**src/pcs_pkg.sv**
```systemverilog
/*
 * Shared constants for the preset cycling sequencer: register offsets,
 * field positions, select codes and timing counts.
 * Assumes a 20 MHz core clock and a simple strobed register port.
 */
package pcs_pkg;

	// ------------------------------------------------------------
	// Clock and timing
	// ------------------------------------------------------------
	localparam int CLK_PERIOD_NS = 50;
	localparam int STROBE_PULSE_NS = 1000;
	// Least time, so round up
	localparam int STROBE_PULSE_CYC =
		(STROBE_PULSE_NS + CLK_PERIOD_NS - 1) / CLK_PERIOD_NS;

	// ------------------------------------------------------------
	// Sizes
	// ------------------------------------------------------------
	localparam int ADDR_W = 8;
	localparam int PRESETS = 16;
	localparam int IDX_W = 4;
	localparam int TOTAL_W = 5;
	localparam int DIV_W = 16;
	localparam int EXPO_W = 24;
	localparam int LINES = 3;
	localparam int SRC_W = 2;
	localparam int PULSE_W = 5;

	// ------------------------------------------------------------
	// Register offsets (byte addresses)
	// ------------------------------------------------------------
	localparam logic [7:0] REG_CTRL = 8'h00;
	localparam logic [7:0] REG_TOTAL = 8'h04;
	localparam logic [7:0] REG_ADV_SEL = 8'h08;
	localparam logic [7:0] REG_ADV_DIV = 8'h0C;
	localparam logic [7:0] REG_REW_SEL = 8'h10;
	localparam logic [7:0] REG_CMD = 8'h14;
	localparam logic [7:0] REG_EDIT = 8'h18;
	localparam logic [7:0] REG_EXPO_PRESET = 8'h1C;
	localparam logic [7:0] REG_LINE_SRC = 8'h20;
	localparam logic [7:0] REG_MANUAL = 8'h24;
	localparam logic [7:0] REG_EXPO_PRIMARY = 8'h28;
	localparam logic [7:0] REG_STATUS = 8'h2C;
	localparam logic [7:0] REG_EXPO_APPLIED = 8'h30;

	// ------------------------------------------------------------
	// Field positions
	// ------------------------------------------------------------
	localparam int CTRL_EN_BIT = 0;
	localparam int CTRL_CYC_EXPO_BIT = 1;
	localparam int CTRL_LATCH_BIT = 2;
	localparam int CMD_ADV_BIT = 0;
	localparam int CMD_REWIND_BIT = 1;
	localparam int CMD_STROBE_BIT = 2;
	localparam int LINE_PICK_LSB = 0;
	localparam int LINE_SRC_LSB = 4;
	localparam int STAT_IDX_LSB = 0;
	localparam int STAT_PEND_BIT = 4;
	localparam int STAT_CNT_LSB = 8;

	// ------------------------------------------------------------
	// Select codes and reset values
	// ------------------------------------------------------------
	localparam logic [2:0] ADV_FRAME_BEGIN = 3'h0;
	localparam logic [2:0] ADV_ACCEPTED_TRIG = 3'h1;
	localparam logic [2:0] ADV_COUNTER_ONE = 3'h2;
	localparam logic [2:0] ADV_LINE_TWO = 3'h3;
	localparam logic [2:0] ADV_NONE = 3'h4;

	localparam logic [1:0] REW_NONE = 2'h0;
	localparam logic [1:0] REW_ACQ_END = 2'h1;
	localparam logic [1:0] REW_LINE_TWO = 2'h2;
	localparam logic [1:0] REW_COUNTER_ONE = 2'h3;

	localparam logic [1:0] SRC_OFF = 2'h0;
	localparam logic [1:0] SRC_SW = 2'h1;
	localparam logic [1:0] SRC_PULSE = 2'h2;
	localparam logic [1:0] SRC_WINDOW = 2'h3;

	localparam logic [4:0] TOTAL_RST = 5'h01;
	localparam logic [15:0] DIV_RST = 16'h0001;

endpackage

```
**src/pcs_sequencer.sv**
```systemverilog
/*
 * Preset cycling sequencer: steps a preset index on a chosen advance
 * event, picks per-preset exposure and output line sources, and drives
 * three output lines. Assumes all event inputs except input_line_two
 * are single-cycle pulses from logic on core_clk.
 */
// Notes on behaviour
// RL1: Line source off leaves the output open, nothing drives it.
// RL2: Software-driven source takes the line state from the manual level.
// RL3: Exposure-start source pulses the line on every exposure begin.
// RL4: Exposure-window source follows the exposure-in-progress level.
// RL5: Latch off: manual level reaches the line at once.
// RL6: Latch on: manual level reaches the line only on the strobe command.
// RL7: Manual level active closes the output, inactive opens it.
// RL8: Preset cycling runs only while the sequencer is enabled.
// RL9: Only presets below the programmed total are used.
// RL10: The advance event select chooses what steps the index.
// RL11: Index steps only after the divider count of advance events.
// RL12: The selected rewind event returns the index to preset 1.
// RL13: Frame begin and accepted trigger are internal-synchronous sources.
// RL14: Counter one, input line two and software are external-asynchronous.
// RL15: Synchronous source: rewind waits for the next advance event.
// RL16: Asynchronous source: rewind happens at once, to preset 1.
// RL17: Exposure is stored per preset and the current preset's value applies.
// RL18: While exposure is cycled the primary exposure is read-only.
// RL19: After the last preset the index wraps to the first.
// RL20: A preset may be edited while another preset is active.
// RL21: Line sources are kept per preset and per line.
// RL22: Three output lines, each with its own control.
// RL23: Enabling starts at preset 1 with the event counter cleared.
`timescale 1ns/1ns
module pcs_sequencer
	import pcs_pkg::*;
(
	input wire logic core_clk, // 20 MHz core clock
	input wire logic sys_rst, // Async reset, active high
	input wire logic [ADDR_W-1:0] reg_addr, // Register byte address
	input wire logic [31:0] reg_wdata, // Write data
	input wire logic reg_wr, // Write strobe
	input wire logic reg_rd, // Read strobe
	output logic [31:0] reg_rdata, // Read data, cycle after strobe
	input wire logic frame_begin_event, // Frame start pulse
	input wire logic accepted_frame_trigger, // Accepted trigger pulse
	input wire logic counter_one_done, // Counter one end pulse
	input wire logic input_line_two, // External input pin level
	input wire logic acquisition_end_event, // Acquisition stop pulse
	input wire logic exposure_begin_event, // Exposure start pulse
	input wire logic exposure_window_level, // High while exposing
	output logic [EXPO_W-1:0] exposure_duration, // Exposure in use
	output logic [LINES-1:0] line_closed // 1 = output circuit closed
);

	// ------------------------------------------------------------
	// State
	// ------------------------------------------------------------
	typedef struct packed {
		logic en;
		logic cyc_expo;
		logic latch;
		logic [TOTAL_W-1:0] total;
		logic [2:0] adv_sel;
		logic [DIV_W-1:0] div;
		logic [1:0] rew_sel;
		logic [IDX_W-1:0] edit;
		logic [EXPO_W-1:0] prim;
		logic [LINES-1:0] manual;
		logic [LINES-1:0] applied;
		logic [PRESETS-1:0][EXPO_W-1:0] expo;
		logic [PRESETS-1:0][LINES-1:0][SRC_W-1:0] src;
		logic [IDX_W-1:0] idx;
		logic [DIV_W-1:0] cnt;
		logic pend;
		logic [PULSE_W-1:0] pulse_cnt;
		logic l2_a;
		logic l2_b;
		logic l2_p;
		logic [31:0] rdata;
		logic [EXPO_W-1:0] expo_out;
		logic [LINES-1:0] line;
	} pcs_state_type;

	pcs_state_type s_q;
	pcs_state_type s_d;

	// ------------------------------------------------------------
	// Helpers
	// ------------------------------------------------------------
	// Closed-circuit level for one line from its source
	function automatic logic line_level(
		input logic [SRC_W-1:0] src,
		input logic manual,
		input logic pulse,
		input logic window
	);
		logic lvl;
		lvl = 1'b0;
		unique case (src)
			SRC_OFF: lvl = 1'b0; // RL1
			SRC_SW: lvl = manual; // RL2 RL7
			SRC_PULSE: lvl = pulse; // RL3
			SRC_WINDOW: lvl = window; // RL4
		endcase
		return lvl;
	endfunction

	// Zero in a count register is taken as one
	function automatic logic [DIV_W-1:0] at_least_one(input logic [DIV_W-1:0] v);
		return (v == '0) ? DIV_W'(1) : v;
	endfunction

	function automatic logic is_async(input logic [2:0] sel);
		return (sel == ADV_COUNTER_ONE) || (sel == ADV_LINE_TWO) || (sel == ADV_NONE); // RL14
	endfunction

	// Next preset number, wrapping to the first after the last in use
	function automatic logic [IDX_W-1:0] step_index(
		input logic [IDX_W-1:0] idx,
		input logic [IDX_W-1:0] last
	);
		return (idx >= last) ? '0 : idx + IDX_W'(1);
	endfunction

	// True once this event completes the divider count
	function automatic logic div_reached(
		input logic [DIV_W-1:0] cnt_next,
		input logic [DIV_W-1:0] div
	);
		return cnt_next >= at_least_one(div);
	endfunction

	// Last preset in use; totals above the preset store clamp to it
	function automatic logic [IDX_W-1:0] last_index(input logic [TOTAL_W-1:0] total);
		logic [DIV_W-1:0] t;
		t = at_least_one(DIV_W'(total));
		if (t > DIV_W'(PRESETS)) begin
			t = DIV_W'(PRESETS);
		end
		return IDX_W'(t - DIV_W'(1));
	endfunction

	// Advance event as chosen by the select; codes past the last source never step
	function automatic logic advance_pick(
		input logic [2:0] sel,
		input logic frame_ev,
		input logic trig_ev,
		input logic cnt_ev,
		input logic pin_ev,
		input logic sw_ev
	);
		logic a;
		a = 1'b0;
		unique case (sel) // RL10 RL13
			ADV_FRAME_BEGIN: a = frame_ev;
			ADV_ACCEPTED_TRIG: a = trig_ev;
			ADV_COUNTER_ONE: a = cnt_ev;
			ADV_LINE_TWO: a = pin_ev;
			ADV_NONE: a = sw_ev;
			default: a = 1'b0;
		endcase
		return a;
	endfunction

	// ------------------------------------------------------------
	// Next state
	// ------------------------------------------------------------
	always_comb begin
		logic l2_rise;
		logic sw_adv;
		logic sw_rew;
		logic strobe;
		logic adv;
		logic rew;
		logic [DIV_W-1:0] cnt_next;
		logic [IDX_W-1:0] last_idx;
		logic pulse;

		s_d = s_q;
		l2_rise = 1'b0;
		sw_adv = 1'b0;
		sw_rew = 1'b0;
		strobe = 1'b0;
		adv = 1'b0;
		rew = 1'b0;
		cnt_next = '0;
		last_idx = '0;
		pulse = 1'b0;

		// Input pin is asynchronous, edge taken after two stages
		s_d.l2_a = input_line_two;
		s_d.l2_b = s_q.l2_a;
		s_d.l2_p = s_q.l2_b;
		l2_rise = s_q.l2_b & ~s_q.l2_p;

		// --------------------------------------------------------
		// Register writes
		// --------------------------------------------------------
		if (reg_wr) begin
			unique case (reg_addr)
				REG_CTRL: begin
					s_d.en = reg_wdata[CTRL_EN_BIT];
					s_d.cyc_expo = reg_wdata[CTRL_CYC_EXPO_BIT];
					s_d.latch = reg_wdata[CTRL_LATCH_BIT];
				end
				REG_TOTAL: s_d.total = reg_wdata[TOTAL_W-1:0];
				REG_ADV_SEL: s_d.adv_sel = reg_wdata[2:0];
				REG_ADV_DIV: s_d.div = reg_wdata[DIV_W-1:0];
				REG_REW_SEL: s_d.rew_sel = reg_wdata[1:0];
				REG_CMD: begin
					sw_adv = reg_wdata[CMD_ADV_BIT];
					sw_rew = reg_wdata[CMD_REWIND_BIT];
					strobe = reg_wdata[CMD_STROBE_BIT];
				end
				REG_EDIT: s_d.edit = reg_wdata[IDX_W-1:0];
				// Any preset may be edited while another is active
				REG_EXPO_PRESET: s_d.expo[s_q.edit] = reg_wdata[EXPO_W-1:0]; // RL17 RL20
				REG_LINE_SRC: begin
					// Pick codes beyond the last line are ignored
					if (reg_wdata[LINE_PICK_LSB +: 2] < 2'(LINES)) begin // RL22
						s_d.src[s_q.edit][reg_wdata[LINE_PICK_LSB +: 2]] =
							reg_wdata[LINE_SRC_LSB +: SRC_W]; // RL21 RL20
					end
				end
				REG_MANUAL: s_d.manual = reg_wdata[LINES-1:0];
				REG_EXPO_PRIMARY: begin
					if (!s_q.cyc_expo) begin // RL18
						s_d.prim = reg_wdata[EXPO_W-1:0];
					end
				end
				default: begin
				end
			endcase
		end

		// --------------------------------------------------------
		// Register reads
		// --------------------------------------------------------
		s_d.rdata = '0;
		if (reg_rd) begin
			unique case (reg_addr)
				REG_CTRL: begin
					s_d.rdata[CTRL_EN_BIT] = s_q.en;
					s_d.rdata[CTRL_CYC_EXPO_BIT] = s_q.cyc_expo;
					s_d.rdata[CTRL_LATCH_BIT] = s_q.latch;
				end
				REG_TOTAL: s_d.rdata[TOTAL_W-1:0] = s_q.total;
				REG_ADV_SEL: s_d.rdata[2:0] = s_q.adv_sel;
				REG_ADV_DIV: s_d.rdata[DIV_W-1:0] = s_q.div;
				REG_REW_SEL: s_d.rdata[1:0] = s_q.rew_sel;
				REG_EDIT: s_d.rdata[IDX_W-1:0] = s_q.edit;
				REG_EXPO_PRESET: s_d.rdata[EXPO_W-1:0] = s_q.expo[s_q.edit];
				REG_LINE_SRC: s_d.rdata[LINES*SRC_W-1:0] = s_q.src[s_q.edit];
				REG_MANUAL: s_d.rdata[LINES-1:0] = s_q.manual;
				REG_EXPO_PRIMARY: s_d.rdata[EXPO_W-1:0] = s_q.prim;
				REG_STATUS: begin
					s_d.rdata[STAT_IDX_LSB +: IDX_W] = s_q.idx;
					s_d.rdata[STAT_PEND_BIT] = s_q.pend;
					s_d.rdata[STAT_CNT_LSB +: DIV_W] = s_q.cnt;
				end
				REG_EXPO_APPLIED: s_d.rdata[EXPO_W-1:0] = s_q.expo_out;
				default: s_d.rdata = '0;
			endcase
		end

		// --------------------------------------------------------
		// Advance and rewind events
		// --------------------------------------------------------
		adv = advance_pick(s_q.adv_sel, frame_begin_event, accepted_frame_trigger,
			counter_one_done, l2_rise, sw_adv); // RL10 RL13

		unique case (s_q.rew_sel) // RL12
			REW_NONE: rew = 1'b0;
			REW_ACQ_END: rew = acquisition_end_event;
			REW_LINE_TWO: rew = l2_rise;
			REW_COUNTER_ONE: rew = counter_one_done;
		endcase
		rew = rew | sw_rew;

		// --------------------------------------------------------
		// Preset index
		// --------------------------------------------------------
		last_idx = last_index(s_q.total); // RL9
		cnt_next = s_q.cnt + DIV_W'(1);

		if (!s_q.en) begin
			// Held at preset 1 so enabling starts clean
			s_d.idx = '0; // RL8 RL23
			s_d.cnt = '0; // RL23
			s_d.pend = 1'b0;
		end else if (is_async(s_q.adv_sel)) begin
			// A rewind still pending from sync mode is not kept for later
			if (rew || s_q.pend) begin
				s_d.idx = '0; // RL16
				s_d.cnt = '0;
				s_d.pend = 1'b0;
			end else if (adv) begin
				if (div_reached(cnt_next, s_q.div)) begin // RL11
					s_d.cnt = '0;
					s_d.idx = step_index(s_q.idx, last_idx); // RL19
				end else begin
					s_d.cnt = cnt_next;
				end
			end
		end else begin
			if (adv) begin
				if (s_q.pend || rew) begin
					// Deferred rewind is carried out on this event
					s_d.idx = '0; // RL15
					s_d.cnt = '0;
					s_d.pend = 1'b0;
				end else if (div_reached(cnt_next, s_q.div)) begin // RL11
					s_d.cnt = '0;
					s_d.idx = step_index(s_q.idx, last_idx); // RL19
				end else begin
					s_d.cnt = cnt_next;
				end
			end else if (rew) begin
				s_d.pend = 1'b1; // RL15
			end
		end

		// Index can sit above a newly lowered total; pull it back
		if (s_q.en && (s_q.idx > last_idx)) begin
			s_d.idx = '0; // RL9
			s_d.cnt = '0;
		end

		// --------------------------------------------------------
		// Exposure in use
		// --------------------------------------------------------
		s_d.expo_out = s_q.cyc_expo ? s_q.expo[s_q.idx] : s_q.prim; // RL17 RL18

		// --------------------------------------------------------
		// Output lines
		// --------------------------------------------------------
		if (!s_q.latch) begin
			s_d.applied = s_q.manual; // RL5
		end else if (strobe) begin
			s_d.applied = s_q.manual; // RL6
		end

		// Retrigger restarts the pulse so close exposures each get a full flash
		if (exposure_begin_event) begin
			s_d.pulse_cnt = PULSE_W'(STROBE_PULSE_CYC); // RL3
		end else if (s_q.pulse_cnt != '0) begin
			s_d.pulse_cnt = s_q.pulse_cnt - PULSE_W'(1);
		end
		pulse = exposure_begin_event | (s_q.pulse_cnt > PULSE_W'(1));

		// Lines register their level, one cycle behind the sources
		for (int i = 0; i < LINES; i++) begin
			s_d.line[i] = line_level(s_q.src[s_q.idx][i], s_q.applied[i], pulse,
				exposure_window_level); // RL4 RL21 RL22
		end
	end

	// ------------------------------------------------------------
	// Registers
	// ------------------------------------------------------------
	always_ff @(posedge core_clk or posedge sys_rst) begin
		if (sys_rst) begin
			s_q <= '0;
		end else begin
			s_q <= s_d;
		end
	end

	assign reg_rdata = s_q.rdata;
	assign exposure_duration = s_q.expo_out;
	assign line_closed = s_q.line;

endmodule

```
**config.mk**
```make
export PLATFORM = sky130hd
export DESIGN_NAME = pcs_sequencer
export DESIGN_NICKNAME = d
export VERILOG_FILES = /design/src/pcs_pkg.sv /design/src/pcs_sequencer.sv
export SDC_FILE = /design/constraint.sdc
export NUM_CORES = 1
export LEC_CHECK = 0
export ABC_CLOCK_PERIOD_IN_PS = 47800
export BUFFER_PORTS_ARGS = -buffer_cell sky130_fd_sc_hd__buf_2
export CAP_MARGIN = 5
export CORE_MARGIN = 1.5
export CORE_UTILIZATION = 68
export DETAILED_ROUTE_END_ITERATION = 8
export PLACE_DENSITY = 0.86
export SLEW_MARGIN = 20
export SYNTH_ARGS = -nofsm -noshare
export SYNTH_HDL_FRONTEND = slang
export SYNTH_SLANG_ARGS = --single-unit
export TNS_END_PERCENT = 100
```
**constraint.sdc**
```tcl
create_clock -name core_clk -period 47.8 [get_ports core_clk]
set_input_delay 4.78 -clock core_clk [delete_from_list [all_inputs] [get_ports core_clk]]
set_output_delay 4.78 -clock core_clk [all_outputs]
set_load 0.02 [all_outputs]
```
==> results.sh <==
export IMPL_wl_per_cell_um=30.9
export IMPL_critPathRequiredTime_ns=48.28
export IMPL_num_vias=21200
export IMPL_grt_usage_pct=36.3
export IMPL_hpwl_mm=51.6
export IMPL_synthToLayoutAreaGrowth_pct=7.92
export IMPL_status="complete, but fails checks"
export IMPL_worst_pin_slew_ns=1.17
export IMPL_die_h_um=224
export IMPL_tns_ns=0
export IMPL_yosysWarnings=0
export IMPL_numCtsBuffers=66
export IMPL_synth_edf_count=0
export IMPL_drc=42
export IMPL_grt_pass1_wl_mm=136
export IMPL_p_per_area_nw_per_um2=31.6
export IMPL_crit_fanout=16
export IMPL_std_cell_rows=80
export IMPL_cts_repair_resized=0
export IMPL_post_route_min_period_ns=7.27
export IMPL_cp_start_kind="input port"
export IMPL_slew_viol_final=0
export IMPL_slew_headroom_pct=21.5
export IMPL_grt_max_degree=176
export IMPL_crit_type="input port to flop"
export IMPL_hold_violations=0
export IMPL_nets=2264
export IMPL_violations="DRC"
export IMPL_antenna_found_initial=5
export IMPL_cp_end_kind="flop"
export IMPL_max_stage_delay_ns=0.85
export IMPL_clkTransAtPathRegs_ns=0.06
export IMPL_drt_iter0_drc=2760
export IMPL_ys_async_sr_fraction_pct=100
export IMPL_h_tree_depth=3
export IMPL_synth_cell_types=70
export IMPL_path_cells="buf_2, nor4_2, buf_4, nor2b_2, nand2_1, mux2_2"
export IMPL_final_util_pct=74.9
export IMPL_max_freq_ghz=0.138
export IMPL_finalCritPeriodShare_pct=15.2
export IMPL_ys_ff_latch=623
export IMPL_finClkSkew_ns=0.0306
export IMPL_wirelength_mm=88.3
export IMPL_timing_max_cap_violations=0
export IMPL_path_delay_family="simple AND/OR/NAND/NOR gates"
export IMPL_drive_gt1_share_pct=51.1
export IMPL_cts_num_sinks=623
export IMPL_synth_seq_area_share_pct=46.7
export IMPL_p_leak_nw=16.1
export IMPL_core_um2=48000
export IMPL_grt_pass1_vias=22500
export IMPL_synth_flop_cell="dfrtp_1"
export IMPL_clockBufferDepth=3
export IMPL_die_area_um2=50400
export IMPL_dr_pass1_iters=9
export IMPL_pin_count=110
export IMPL_postCtsHoldBufs=0
export IMPL_setup_viol=0
export IMPL_slowest_stage="nand2_1"
export IMPL_postSynthAreaPerCell_um2=15.0
export IMPL_arrival_ns=7.75
export IMPL_crit_buf_inv=2
export IMPL_rsz0062_at_grt="no"
export IMPL_grt_overflow_total=0
export IMPL_die_w_um=224
export IMPL_clock_latency_ns=0.62
export IMPL_place_gp_congestion=0.910
export IMPL_fillers=2686
export IMPL_netlist_area_um2=33300
export IMPL_min_path_type="flop to flop"
export IMPL_syn_inst=2230
export IMPL_cts_root_buffer="clkbuf_16"
export IMPL_start_util_pct=69.4
export IMPL_ant_nets=0
export IMPL_cts_tree="built"
export IMPL_ir_drop_uv=33.0
export IMPL_viasPerCell=7.42
export IMPL_post_cts_buffers=0
export IMPL_io_buffers=93
[metrics by stage]
step           hold WS [ns]  total power, mW  worst slack, ns  instance area [um2]  std cells
2_1_floorplan         0.331            0.597            25.57                33400       2237
3_3_place_gp          0.344            0.613            40.02                33500       2725
3_5_place_dp          0.338            0.615            40.03                33700       2731
4_1_cts               0.361             1.14            40.65                35900       2850
5_1_grt               0.363             1.16            40.48                36000       2855
6_report              0.358             1.14            40.53                36000       2858
[cells in the final DEF (no fill, tap or decap), types with 10 or more instances in the layout]
cell type  netlist  layout
a21oi_1         29      29
a222oi_1        20      20
a22oi_1         10      10
a31oi_1         21      21
buf_12           0      10
buf_2           30      91
buf_4          103      25
clkbuf_1        80      15
clkbuf_16        0      68
clkbuf_8         0      13
clkinv_2         0      11
dfrtp_1        623     615
ha_1            26      26
inv_1           26      24
mux2_2         568     568
mux2i_1         10      10
mux4_2         297     297
nand2_1         66      66
nand3_1         32      32
nor2_1          60      60
nor2_4           1      13
nor2b_1         14      13
o21ai_0         11      11
xnor2_1         10      10
[cell type report]
| class | count | area, um2 | area share, % |
|---|---|---|---|
| Multi-Input combinational cell | 1340 | 16400 | 45.5 |
| Tap cell | 615 | 769 | 2.14 |
| Clock buffer | 96 | 1940 | 5.38 |
| Clock inverter | 23 | 284 | 0.789 |
| Antenna cell | 5 | 12.5 | 0.0348 |
| Timing Repair Buffer | 130 | 905 | 2.51 |
| Sequential cell | 623 | 15600 | 43.4 |
| Inverter | 26 | 105 | 0.292 |
[synth_stat cells (all sizes together), types with 7 or more instances]
library cell    n  area [um2]
a211oi          7        57.6
inv            26        97.6
and2            7        43.8
nor3           13         110
nand2b          9        56.3
nand3          33         170
clkbuf         80         300
a31oi          21         131
dfrtp         623       15600
nor2           73         312
xnor2          10        87.6
a22o            9        78.8
nand2          70         273
a21oi          29         145
mux2i          10         100
mux2          576        6490
and3            9        56.3
a22oi          10        75.1
a222oi         20         200
nand3b          7        65.1
nor4            8        56.3
o21ai          11        55.1
ha             26         325
nor2b          14        87.6
buf           168        1110
mux4          297        6690
[path summary, 6_finish.rpt]
check	to	start	slack, ns	depth (start not counted)
max	s_q[617]	reg_addr[5]	40.53	6
min	s_d[59]	s_d[60]	0.36	0
max reg2reg	s_q[526]	s_q[599]	43.27	6
min reg2reg	s_d[59]	s_d[60]	0.36	0
max in group asynchronous	s_q[236]	sys_rst	41.26	4
min in group asynchronous	s_q[585]	sys_rst	4.35	2
[flip-flops by register name, indices dropped and copies added, names as in the netlist]
name / count
s_q: 570
exposure_duration: 24
reg_rdata: 24
line_closed: 3
s_d: 2
[per-layer routing]
| layer | global-route usage (%) | vias to the layer above | wire (um) |
|---|---|---|---|
| li1 | - | 8418 | - |
| met5 | 0 | - | 14 |
| met2 | 56.6 | 1324 | 42700 |
| met4 | 17.1 | 2 | 3410 |
| met1 | 49.0 | 11200 | 32800 |
| met3 | 8.35 | 267 | 9460 |
[power by group]
part	internal, mW	leakage [nW]	switching [mW]
Sequential	0.533	8.65	0.00874
Combinational	0.0231	6.40	0.0420
Clock	0.311	1.10	0.218
[kinds of logic after synthesis]
family	Yosys count	share of synthesized area, %
AO/OA/AOI/OAI	142	3.18
XOR/XNOR	15	0.394
adder cells (fa/ha/maj)	26	0.975
buffers and inverters	274	4.51
flip-flops	623	46.7
multiplexers	883	39.8
other	1	0.0112
AND/OR/NAND/NOR	266	4.37
Power figures use the tool's default switching activity.
